**src/dpsl_pkg.sv**
```systemverilog
// Package: constants and types for the semaphore port controller
package dpsl_pkg;

    // ------------------------------------------------------------
    // Clock and pin timing
    // ------------------------------------------------------------
    localparam int CLK_PERIOD_NS = 5;
    localparam int SETUP_NS      = 5;
    localparam int STROBE_NS     = 25;
    localparam int RECOVER_NS    = 15;

    // Least times round up, never below one cycle
    function automatic int dpsl_ns_to_cyc(input int ns);
        int c;
        c = (ns + CLK_PERIOD_NS - 1) / CLK_PERIOD_NS;
        return (c < 1) ? 1 : c;
    endfunction

    localparam int SETUP_CYC   = dpsl_ns_to_cyc(SETUP_NS);
    localparam int STROBE_CYC  = dpsl_ns_to_cyc(STROBE_NS);
    localparam int RECOVER_CYC = dpsl_ns_to_cyc(RECOVER_NS);
    localparam int SYNC_CYC    = 4;

    // ------------------------------------------------------------
    // Sizes and codes
    // ------------------------------------------------------------
    localparam int FLAG_COUNT = 8;
    localparam int INDEX_W    = 3;
    localparam int DATA_W     = 8;
    localparam int POLL_MAX   = 16;

    localparam logic FLAG_TAKE = 1'h0;
    localparam logic FLAG_FREE = 1'h1;

    localparam logic [INDEX_W-1:0] INDEX_LAST = 3'h7;

    typedef enum logic [1:0] {
        DPSL_OP_INIT    = 2'h0,
        DPSL_OP_ACQUIRE = 2'h1,
        DPSL_OP_RELEASE = 2'h2,
        DPSL_OP_READ    = 2'h3
    } dpsl_op_type;

    // Pin bundle toward one device port; data_oe high while driving
    typedef struct packed {
        logic               semaphore_select_n;
        logic               out_drive_enable_n;
        logic               read_write_n;
        logic [INDEX_W-1:0] flag_index_bits;
        logic [DATA_W-1:0]  data_out;
        logic               data_oe;
    } dpsl_pins_type;

    localparam dpsl_pins_type PINS_IDLE = '{
        semaphore_select_n: 1'h1,
        out_drive_enable_n: 1'h1,
        read_write_n:       1'h1,
        flag_index_bits:    3'h0,
        data_out:           8'h00,
        data_oe:            1'h0
    };

endpackage

```
**src/dpsl_port_ctrl.sv**
```systemverilog
// Controller for one port of a dual-port semaphore unit
//
// Notes on behaviour
// - Flags are active low; write zero to request, one to release.
// - Between polling reads select or output enable must go high.
// - Request by writing zero, then read back; zero means granted.
// - After failure keep reading or write one to withdraw.
// - At start each port writes one to all eight flags.
`timescale 1ns/100ps
`default_nettype none
module dpsl_port_ctrl
    import dpsl_pkg::*;
#(
    parameter int POLL_LIMIT = POLL_MAX
)
(
    input  wire logic                clock_i,
    input  wire logic                rst_i,
    input  wire logic                cmd_valid_i,
    input  wire dpsl_op_type         cmd_op_i,
    input  wire logic [INDEX_W-1:0]  cmd_index_i,
    input  wire logic [DATA_W-1:0]   data_i,
    output logic                     ready_o,
    output logic                     done_o,
    output logic                     granted_o,
    output logic                     flag_o,
    output var dpsl_pins_type        pins_o
);

    if (POLL_LIMIT < 0 || POLL_LIMIT > 255) begin : g_chk
        $error("POLL_LIMIT must lie in 0..255");
    end

    typedef enum logic [6:0] {
        PS_IDLE     = 7'h01,
        PS_INIT_WR  = 7'h02,
        PS_ACQ_WR   = 7'h04,
        PS_ACQ_RD   = 7'h08,
        PS_WITHDRAW = 7'h10,
        PS_REL_WR   = 7'h20,
        PS_READ     = 7'h40
    } dpsl_ps_type;

    // ------------------------------------------------------------
    // Pin access engine
    // ------------------------------------------------------------
    logic               cyc_start, cyc_write, cyc_wbit;
    logic               cyc_done, cyc_rbit;
    logic [INDEX_W-1:0] idx_r, idx_nxt;

    dpsl_pin_cycle u_cycle (
        .clock_i (clock_i),
        .rst_i   (rst_i),
        .start_i (cyc_start),
        .write_i (cyc_write),
        .index_i (idx_r),
        .wbit_i  (cyc_wbit),
        .data_i  (data_i),
        .done_o  (cyc_done),
        .rbit_o  (cyc_rbit),
        .pins_o  (pins_o)
    );

    // ------------------------------------------------------------
    // Command sequencer
    // ------------------------------------------------------------
    dpsl_ps_type st_r, st_nxt;
    logic        wait_r, wait_nxt;
    logic [7:0]  poll_r, poll_nxt;
    logic        ready_r, ready_nxt;
    logic        done_r, done_nxt;
    logic        grant_r, grant_nxt;
    logic        flag_r, flag_nxt;

    always_comb begin
        st_nxt    = st_r;
        idx_nxt   = idx_r;
        wait_nxt  = wait_r;
        poll_nxt  = poll_r;
        grant_nxt = grant_r;
        flag_nxt  = flag_r;
        done_nxt  = 1'h0;
        cyc_start = 1'h0;
        cyc_write = 1'h1;
        cyc_wbit  = FLAG_FREE;
        // One access at a time; wait_r marks it in flight
        if (st_r != PS_IDLE && !wait_r) begin
            cyc_start = 1'h1;
            wait_nxt  = 1'h1;
        end
        if (cyc_done) begin
            wait_nxt = 1'h0;
        end
        case (st_r)
            PS_IDLE: begin
                if (cmd_valid_i) begin
                    idx_nxt  = cmd_index_i;
                    poll_nxt = 8'h00;
                    case (cmd_op_i)
                        DPSL_OP_INIT: begin
                            idx_nxt = 3'h0;
                            st_nxt  = PS_INIT_WR;
                        end
                        DPSL_OP_ACQUIRE: st_nxt = PS_ACQ_WR;
                        DPSL_OP_RELEASE: st_nxt = PS_REL_WR;
                        default:         st_nxt = PS_READ;
                    endcase
                end
            end
            PS_INIT_WR: begin
                // Free every flag from this side at start-up
                cyc_wbit = FLAG_FREE;
                if (cyc_done) begin
                    if (idx_r == INDEX_LAST) begin
                        grant_nxt = 1'h0;
                        done_nxt  = 1'h1;
                        st_nxt    = PS_IDLE;
                    end else begin
                        idx_nxt = idx_r + 3'h1;
                    end
                end
            end
            PS_ACQ_WR: begin
                cyc_wbit = FLAG_TAKE;
                if (cyc_done) begin
                    st_nxt = PS_ACQ_RD;
                end
            end
            PS_ACQ_RD: begin
                cyc_write = 1'h0;
                if (cyc_done) begin
                    flag_nxt = cyc_rbit;
                    if (cyc_rbit == FLAG_TAKE) begin
                        grant_nxt = 1'h1;
                        done_nxt  = 1'h1;
                        st_nxt    = PS_IDLE;
                    end else if (poll_r < 8'(POLL_LIMIT)) begin
                        // Recovery gap in each access re-arms the latch
                        poll_nxt = poll_r + 8'h01;
                    end else begin
                        st_nxt = PS_WITHDRAW;
                    end
                end
            end
            PS_WITHDRAW: begin
                // Leaving a pending zero would hang the far side
                cyc_wbit = FLAG_FREE;
                if (cyc_done) begin
                    grant_nxt = 1'h0;
                    done_nxt  = 1'h1;
                    st_nxt    = PS_IDLE;
                end
            end
            PS_REL_WR: begin
                cyc_wbit = FLAG_FREE;
                if (cyc_done) begin
                    grant_nxt = 1'h0;
                    done_nxt  = 1'h1;
                    st_nxt    = PS_IDLE;
                end
            end
            PS_READ: begin
                cyc_write = 1'h0;
                if (cyc_done) begin
                    flag_nxt = cyc_rbit;
                    done_nxt = 1'h1;
                    st_nxt   = PS_IDLE;
                end
            end
            default: begin
                st_nxt   = PS_IDLE;
                wait_nxt = 1'h0;
            end
        endcase
        ready_nxt = (st_nxt == PS_IDLE);
    end

    always_ff @(posedge clock_i) begin
        if (rst_i) begin
            st_r    <= PS_IDLE;
            idx_r   <= 3'h0;
            wait_r  <= 1'h0;
            poll_r  <= 8'h00;
            ready_r <= 1'h1;
            done_r  <= 1'h0;
            grant_r <= 1'h0;
            flag_r  <= 1'h1;
        end else begin
            st_r    <= st_nxt;
            idx_r   <= idx_nxt;
            wait_r  <= wait_nxt;
            poll_r  <= poll_nxt;
            ready_r <= ready_nxt;
            done_r  <= done_nxt;
            grant_r <= grant_nxt;
            flag_r  <= flag_nxt;
        end
    end

    assign ready_o   = ready_r;
    assign done_o    = done_r;
    assign granted_o = grant_r;
    assign flag_o    = flag_r;

endmodule
`default_nettype wire

```
**src/dpsl_pin_cycle.sv**
```systemverilog
// One semaphore pin access: setup, strobe, recovery
`timescale 1ns/100ps
`default_nettype none
module dpsl_pin_cycle
    import dpsl_pkg::*;
(
    input  wire logic                clock_i,
    input  wire logic                rst_i,
    input  wire logic                start_i,
    input  wire logic                write_i,
    input  wire logic [INDEX_W-1:0]  index_i,
    input  wire logic                wbit_i,
    input  wire logic [DATA_W-1:0]   data_i,
    output logic                     done_o,
    output logic                     rbit_o,
    output var dpsl_pins_type        pins_o
);

    // Read bit is taken one cycle after the last flop settles
    if (STROBE_CYC <= SYNC_CYC) begin : g_chk
        $error("Strobe too short for the input synchroniser");
    end

    typedef enum logic [3:0] {
        PC_IDLE    = 4'h1,
        PC_SETUP   = 4'h2,
        PC_STROBE  = 4'h4,
        PC_RECOVER = 4'h8
    } dpsl_pc_type;

    // ------------------------------------------------------------
    // Input synchroniser
    // ------------------------------------------------------------
    logic [DATA_W-1:0] s1_r, s2_r, s3_r, agreed_r, agreed_nxt;

    always_comb begin
        agreed_nxt = agreed_r;
        if (s2_r == s3_r) begin
            agreed_nxt = s3_r;
        end
    end

    always_ff @(posedge clock_i) begin
        if (rst_i) begin
            s1_r     <= 8'h00;
            s2_r     <= 8'h00;
            s3_r     <= 8'h00;
            agreed_r <= 8'h00;
        end else begin
            s1_r     <= data_i;
            s2_r     <= s1_r;
            s3_r     <= s2_r;
            agreed_r <= agreed_nxt;
        end
    end

    // ------------------------------------------------------------
    // Access sequencer
    // ------------------------------------------------------------
    dpsl_pc_type   st_r, st_nxt;
    logic [4:0]    cnt_r, cnt_nxt;
    dpsl_pins_type pins_r, pins_nxt;
    logic          done_r, done_nxt;
    logic          rbit_r, rbit_nxt;

    always_comb begin
        st_nxt   = st_r;
        cnt_nxt  = cnt_r;
        pins_nxt = pins_r;
        done_nxt = 1'h0;
        rbit_nxt = rbit_r;
        case (st_r)
            PC_IDLE: begin
                if (start_i) begin
                    pins_nxt.flag_index_bits = index_i;
                    pins_nxt.read_write_n    = ~write_i;
                    pins_nxt.data_out        = {DATA_W{wbit_i}};
                    pins_nxt.data_oe         = write_i;
                    cnt_nxt = 5'(SETUP_CYC - 1);
                    st_nxt  = PC_SETUP;
                end
            end
            PC_SETUP: begin
                if (cnt_r == 5'h00) begin
                    pins_nxt.semaphore_select_n = 1'h0;
                    pins_nxt.out_drive_enable_n = pins_r.read_write_n ? 1'h0
                                                                      : 1'h1;
                    cnt_nxt = 5'(STROBE_CYC - 1);
                    st_nxt  = PC_STROBE;
                end else begin
                    cnt_nxt = cnt_r - 5'h01;
                end
            end
            PC_STROBE: begin
                if (cnt_r == 5'h00) begin
                    // Flag is spread on all bits; bit 0 is enough
                    rbit_nxt = agreed_r[0];
                    pins_nxt.semaphore_select_n = 1'h1;
                    pins_nxt.out_drive_enable_n = 1'h1;
                    cnt_nxt = 5'(RECOVER_CYC - 1);
                    st_nxt  = PC_RECOVER;
                end else begin
                    cnt_nxt = cnt_r - 5'h01;
                end
            end
            PC_RECOVER: begin
                // Select stays high here so the next read re-latches
                pins_nxt.read_write_n = 1'h1;
                pins_nxt.data_oe      = 1'h0;
                if (cnt_r == 5'h00) begin
                    done_nxt = 1'h1;
                    st_nxt   = PC_IDLE;
                end else begin
                    cnt_nxt = cnt_r - 5'h01;
                end
            end
            default: begin
                st_nxt   = PC_IDLE;
                pins_nxt = PINS_IDLE;
            end
        endcase
    end

    always_ff @(posedge clock_i) begin
        if (rst_i) begin
            st_r   <= PC_IDLE;
            cnt_r  <= 5'h00;
            pins_r <= PINS_IDLE;
            done_r <= 1'h0;
            rbit_r <= 1'h1;
        end else begin
            st_r   <= st_nxt;
            cnt_r  <= cnt_nxt;
            pins_r <= pins_nxt;
            done_r <= done_nxt;
            rbit_r <= rbit_nxt;
        end
    end

    assign done_o = done_r;
    assign rbit_o = rbit_r;
    assign pins_o = pins_r;

endmodule
`default_nettype wire

```
**config.mk**
```make
export PLATFORM = sky130hd
export DESIGN_NAME = dpsl_port_ctrl
export DESIGN_NICKNAME = d
export VERILOG_FILES = /design/src/dpsl_pkg.sv /design/src/dpsl_port_ctrl.sv /design/src/dpsl_pin_cycle.sv
export SDC_FILE = /design/constraint.sdc
export NUM_CORES = 1
export LEC_CHECK = 0
export BUFFER_PORTS_ARGS = -buffer_cell sky130_fd_sc_hd__buf_2
export CORE_ASPECT_RATIO = 0.5
export CORE_MARGIN = 1.5
export CORE_UTILIZATION = 44
export CTS_CLUSTER_DIAMETER = 80
export DETAILED_ROUTE_END_ITERATION = 7
export GPL_ROUTABILITY_DRIVEN = 1
export PLACE_DENSITY = 0.74
export SYNTH_ARGS = -nofsm -noshare
export SYNTH_HDL_FRONTEND = slang
export SYNTH_SLANG_ARGS = --single-unit
```
**constraint.sdc**
```tcl
create_clock -name clock_i -period 2.5 [get_ports clock_i]
set_input_delay 0.75 -clock clock_i [delete_from_list [all_inputs] [get_ports clock_i]]
set_output_delay 0.75 -clock clock_i [all_outputs]
set_load 0.02 [all_outputs]
```
==> results by group <==
Outcome
  – Status: finished, final reports clean

Worst setup path
  – Critical path peak fanout: 6
  – Required time of the critical path: 2.72 ns
  – Worst setup EP type: flip-flop
  – Crit-path max cell delay: 0.70 ns
  – Path type of the worst setup path: flip-flop to flip-flop
  – R2R cell count: 7
  – Worst setup path endpoint: u_cycle.cnt_r[2]$_SDFFE_PP0P_
  – Setup slack of the most critical reg-to-reg path: 0.25 ns
  – Data arrival time of the critical path: 2.47 ns
  – Master of the slowest instance on the critical path: or4b_2
  – CP startpoint kind: flip-flop
  – Critical Path Start: u_cycle.cnt_r[0]$_SDFFE_PP0P_
  – CP cell instances: inv_1 > ha_1 > or4b_2 > a221oi_1 > nor2_1 > o21ai_0 > a21oi_1
  – Endpoint of the worst register-to-register path: u_cycle.cnt_r[2]$_SDFFE_PP0P_
  – Startpoint of the worst-slack reg-to-reg timing path: u_cycle.cnt_r[0]$_SDFFE_PP0P_

STA
  – Clock skew: 0.00907 ns
  – Final number of max-transition violations: 0
  – Period minus WS final: 2.25 ns
  – Final Hold Vio Count: 0
  – Final TNS setup: 0 ns
  – Slew headroom: 36.3%
  – Count of endpoints failing setup in the final report: 0
  – Period utilisation layout: 90.1%
  – Setup repair after global routing missed its margin: false
  – Tightest Pin Transition: 0.943 ns
  – Max Freq: 444 MHz

Yosys
  – Seq/Total Area, Yosys: 44.6%
  – Number of flip-flops and latches in the synthesized netlist: 67
  – Asr flop ratio synth: 0%
  – Cell taking the most area after synthesis: dfxtp_1
  – Adder and majority gate portion of the synthesized area: 1.66%
  – Prevailing post-synth register cell: dfxtp_1
  – Synth Area in Simple Gates: 28.0%
  – Most area-consuming cells after synthesis: dfxtp_1, nor2b_1, nand2_1
  – Number of synthesized flops with an enable pin: 0
  – Number of distinct library cells after synthesis: 59
  – Post-synthesis net count: 355
  – Number of standard cells after synthesis: 335
  – Area share of the largest cell type after synthesis: 44.6%
  – Combinational family with the most area after synthesis: simple AND/OR/NAND/NOR gates
  – Yosys synthesis warning count: 0
  – Complex-gate fraction of the synthesized area: 16.5%
  – XOR/XNOR share of the synthesized area: 2.91%
  – Proportion of synthesized area in mux cells: 1.33%
  – Mean instance size in the synthesized netlist: 8.98 um2
  – Cell area after technology mapping: 3010 um2

Cells and area
  – Area used by sequential logic in the layout: 1340 um2
  – Commonest non-fill, non-tap cells in the layout: dfxtp_1, buf_2, nor2b_1
  – Fraction of final layout cells sized beyond drive strength 1: 20.1%
  – Multi-input gate area: 1510 um2
  – Area overhead of the layout relative to synthesis: 16.8%
  – Number of fillers in the final layout: 575
  – Antenna diode count: 0
  – Post-route design area: 3510 um2
  – Net count of the finished layout: 384
  – Most common cell after layout, fill and taps aside: dfxtp_1

Route
  – Total number of vias: 2,567
  – Remaining antenna violation count: 0
  – WL per Instance: 14.7 um
  – Total wire length: 6.79 mm
  – DRC: 0
  – Vias per inst: 5.57
  – Detailed Routing Iterations Pass 1: 4
  – Initial detailed-routing violation count: 119

Clock tree
  – Clock sink count: 67
  – Number of H-tree levels: 3
  – Clk Latency, worst-skew pair: 0.34 ns
  – Inserted Clock Buffers: 9
  – Number of gates resized after cts: 0
  – Count of hold buffers inserted by post-cts repair: 0
  – Longest Clk Path Bufs: 2
  – Post-CTS Setup Repair Bufs: 0
  – Buffer cell driving the clock tree root: clkbuf_16
  – Clock-pin slew reported for the worst setup and hold paths after clock tree synthesis: 0.06 ns
  – TritonCTS clock tree: yes

Floorplan
  – Die W: 120 um
  – Die Area: 7370 um2
  – Ports: 35
  – Starting utilization of the core area: 45.2%
  – Total number of placement rows: 21
  – Die height: 61.5 um
  – Core box area: 6650 um2

Power
  – IR drop worst, VDD: 0.500 mV
  – Pwr Total: 2.91 mW
  – Lkg Pwr: 1.46 nW
  – Pwr dens: 827 nW/um2

GRT
  – GR Util All Layers: 19.5%
  – Congestion Overflow GR: 0
  – Maximum number of pins on one net before global-route repair: 25
  – Via count of the first global-routing pass: 2,337
  – Initial antenna violation count: 0
  – Global-route wire length before repair: 11.0 mm

Placed design
  – Final HPWL from detailed placement: 4.88 mm
  – Port bufs: 34
  – Cell area after placement: 3230 um2
  – Placer's final routability congestion estimate: 0.927

Run
  – Max-cap check violation count: 0

Hold path
  – Kind of path behind the tightest hold check: flip-flop to flip-flop
==> power breakdown <==
part	total, mW	leakage [nW]	switching (mW)	internal (mW)
Sequential	1.19	0.547	0.0612	1.13
Combinational	0.529	0.774	0.315	0.215
Clock	1.18	0.139	0.498	0.687
Total	2.91	1.46	0.873	2.03
==> state kept, by name (all words and copies together), names as in the netlist, 3 cells and up <==
register / count
st_r: 7
u_cycle.cnt_r: 5
u_cycle.s3_r: 8
poll_r: 8
u_cycle.pins_o: 8
u_cycle.s2_r: 8
idx_r: 3
u_cycle.s1_r: 8
u_cycle.st_r: 4
==> area by class of cell <==
cell class / count / share of cell area [%]
clock buffer: 9 / 6.41
inverter: 6 / 0.641
multi-input combinational: 237 / 43.1
sequential: 67 / 38.2
timing repair buffer: 43 / 6.76
clock inverter: 7 / 1.67
tap: 92 / 3.28
==> stage by stage <==
step | utilization, % | hold slack (ns) | std cells | setup WS, ns
5_1_grt | 52.9 | 0.456 | 461 | 0.0862
4_1_cts | 52.9 | 0.438 | 461 | 0.245
6_report | 52.9 | 0.436 | 461 | 0.248
3_5_place_dp | 48.6 | 0.424 | 445 | 0.251
3_3_place_gp | 48.6 | 0.417 | 445 | 0.308
2_1_floorplan | - | 0.414 | 335 | 0.336
==> how the worst min path moves through the flow <==
stage | from | to | slack (ns) | cells after the start
2_1_floorplan | u_cycle.s1_r[0]$_SDFF_PP0_ | u_cycle.s2_r[0]$_SDFF_PP0_ | 0.41 | 1
3_3_place_gp | u_cycle.s1_r[2]$_SDFF_PP0_ | u_cycle.s2_r[2]$_SDFF_PP0_ | 0.42 | 1
3_5_place_dp | u_cycle.s1_r[5]$_SDFF_PP0_ | u_cycle.s2_r[5]$_SDFF_PP0_ | 0.42 | 1
4_1_cts | u_cycle.s1_r[5]$_SDFF_PP0_ | u_cycle.s2_r[5]$_SDFF_PP0_ | 0.44 | 1
5_1_grt | u_cycle.s1_r[4]$_SDFF_PP0_ | u_cycle.s2_r[4]$_SDFF_PP0_ | 0.46 | 1
6_report | u_cycle.s1_r[7]$_SDFF_PP0_ | u_cycle.s2_r[7]$_SDFF_PP0_ | 0.44 | 1
==> cell families (layout without fill, tap and decap cells) <==
kind of cell / Yosys count / count (layout)
buf+inv: 31 / 65
compound gates: 70 / 70
fa+ha+maj: 4 / 4
simple gates: 149 / 149
xor+xnor: 10 / 10
mux: 4 / 4
flops: 67 / 67
==> routing by layer <==
layer / track usage (%) / share of wire [%] / vias to the layer above
li1: - / - / 1268
met1: 22.1 / 44 / 1197
met2: 35.0 / 48 / 90
met3: 5.56 / 6.2 / 12
met4: 10.4 / 1.9 / 0
met5: 0 / 0 / -
==> cell usage after synthesis (2+ instances only) <==
master,count
clkbuf_1,15
and3_1,4
o22a_1,2
o21a_1,2
a22oi_1,2
or3b_2,6
nor3_1,8
and4_1,2
buf_2,2
or2_2,4
nand3_1,12
a32oi_1,2
o21ai_0,9
a21oi_1,19
nor2b_1,30
inv_1,6
a211oi_1,3
o22ai_1,2
nor2_1,23
a21o_1,3
o211a_1,2
mux2i_1,4
nor4_1,7
nand4b_1,3
nor3b_1,3
o211ai_1,2
a31oi_1,6
ha_1,4
nor4b_1,4
nand3b_1,2
buf_4,7
xor2_1,10
nand2b_1,3
nand4_1,3
or3_1,2
dfxtp_1,67
nand2_1,28
==> worst max-delay path: cells and delay by family (launching register included) <==
family                     cells  cell delay, ns
adders and majority gates      1            0.21
DFF                            1            0.32
AOI/OAI and AO/OA              3            0.76
buffers and inverters          1            0.08
and+or+nand+nor                2            0.78
No activity file was read; power rests on OpenSTA's default activity.
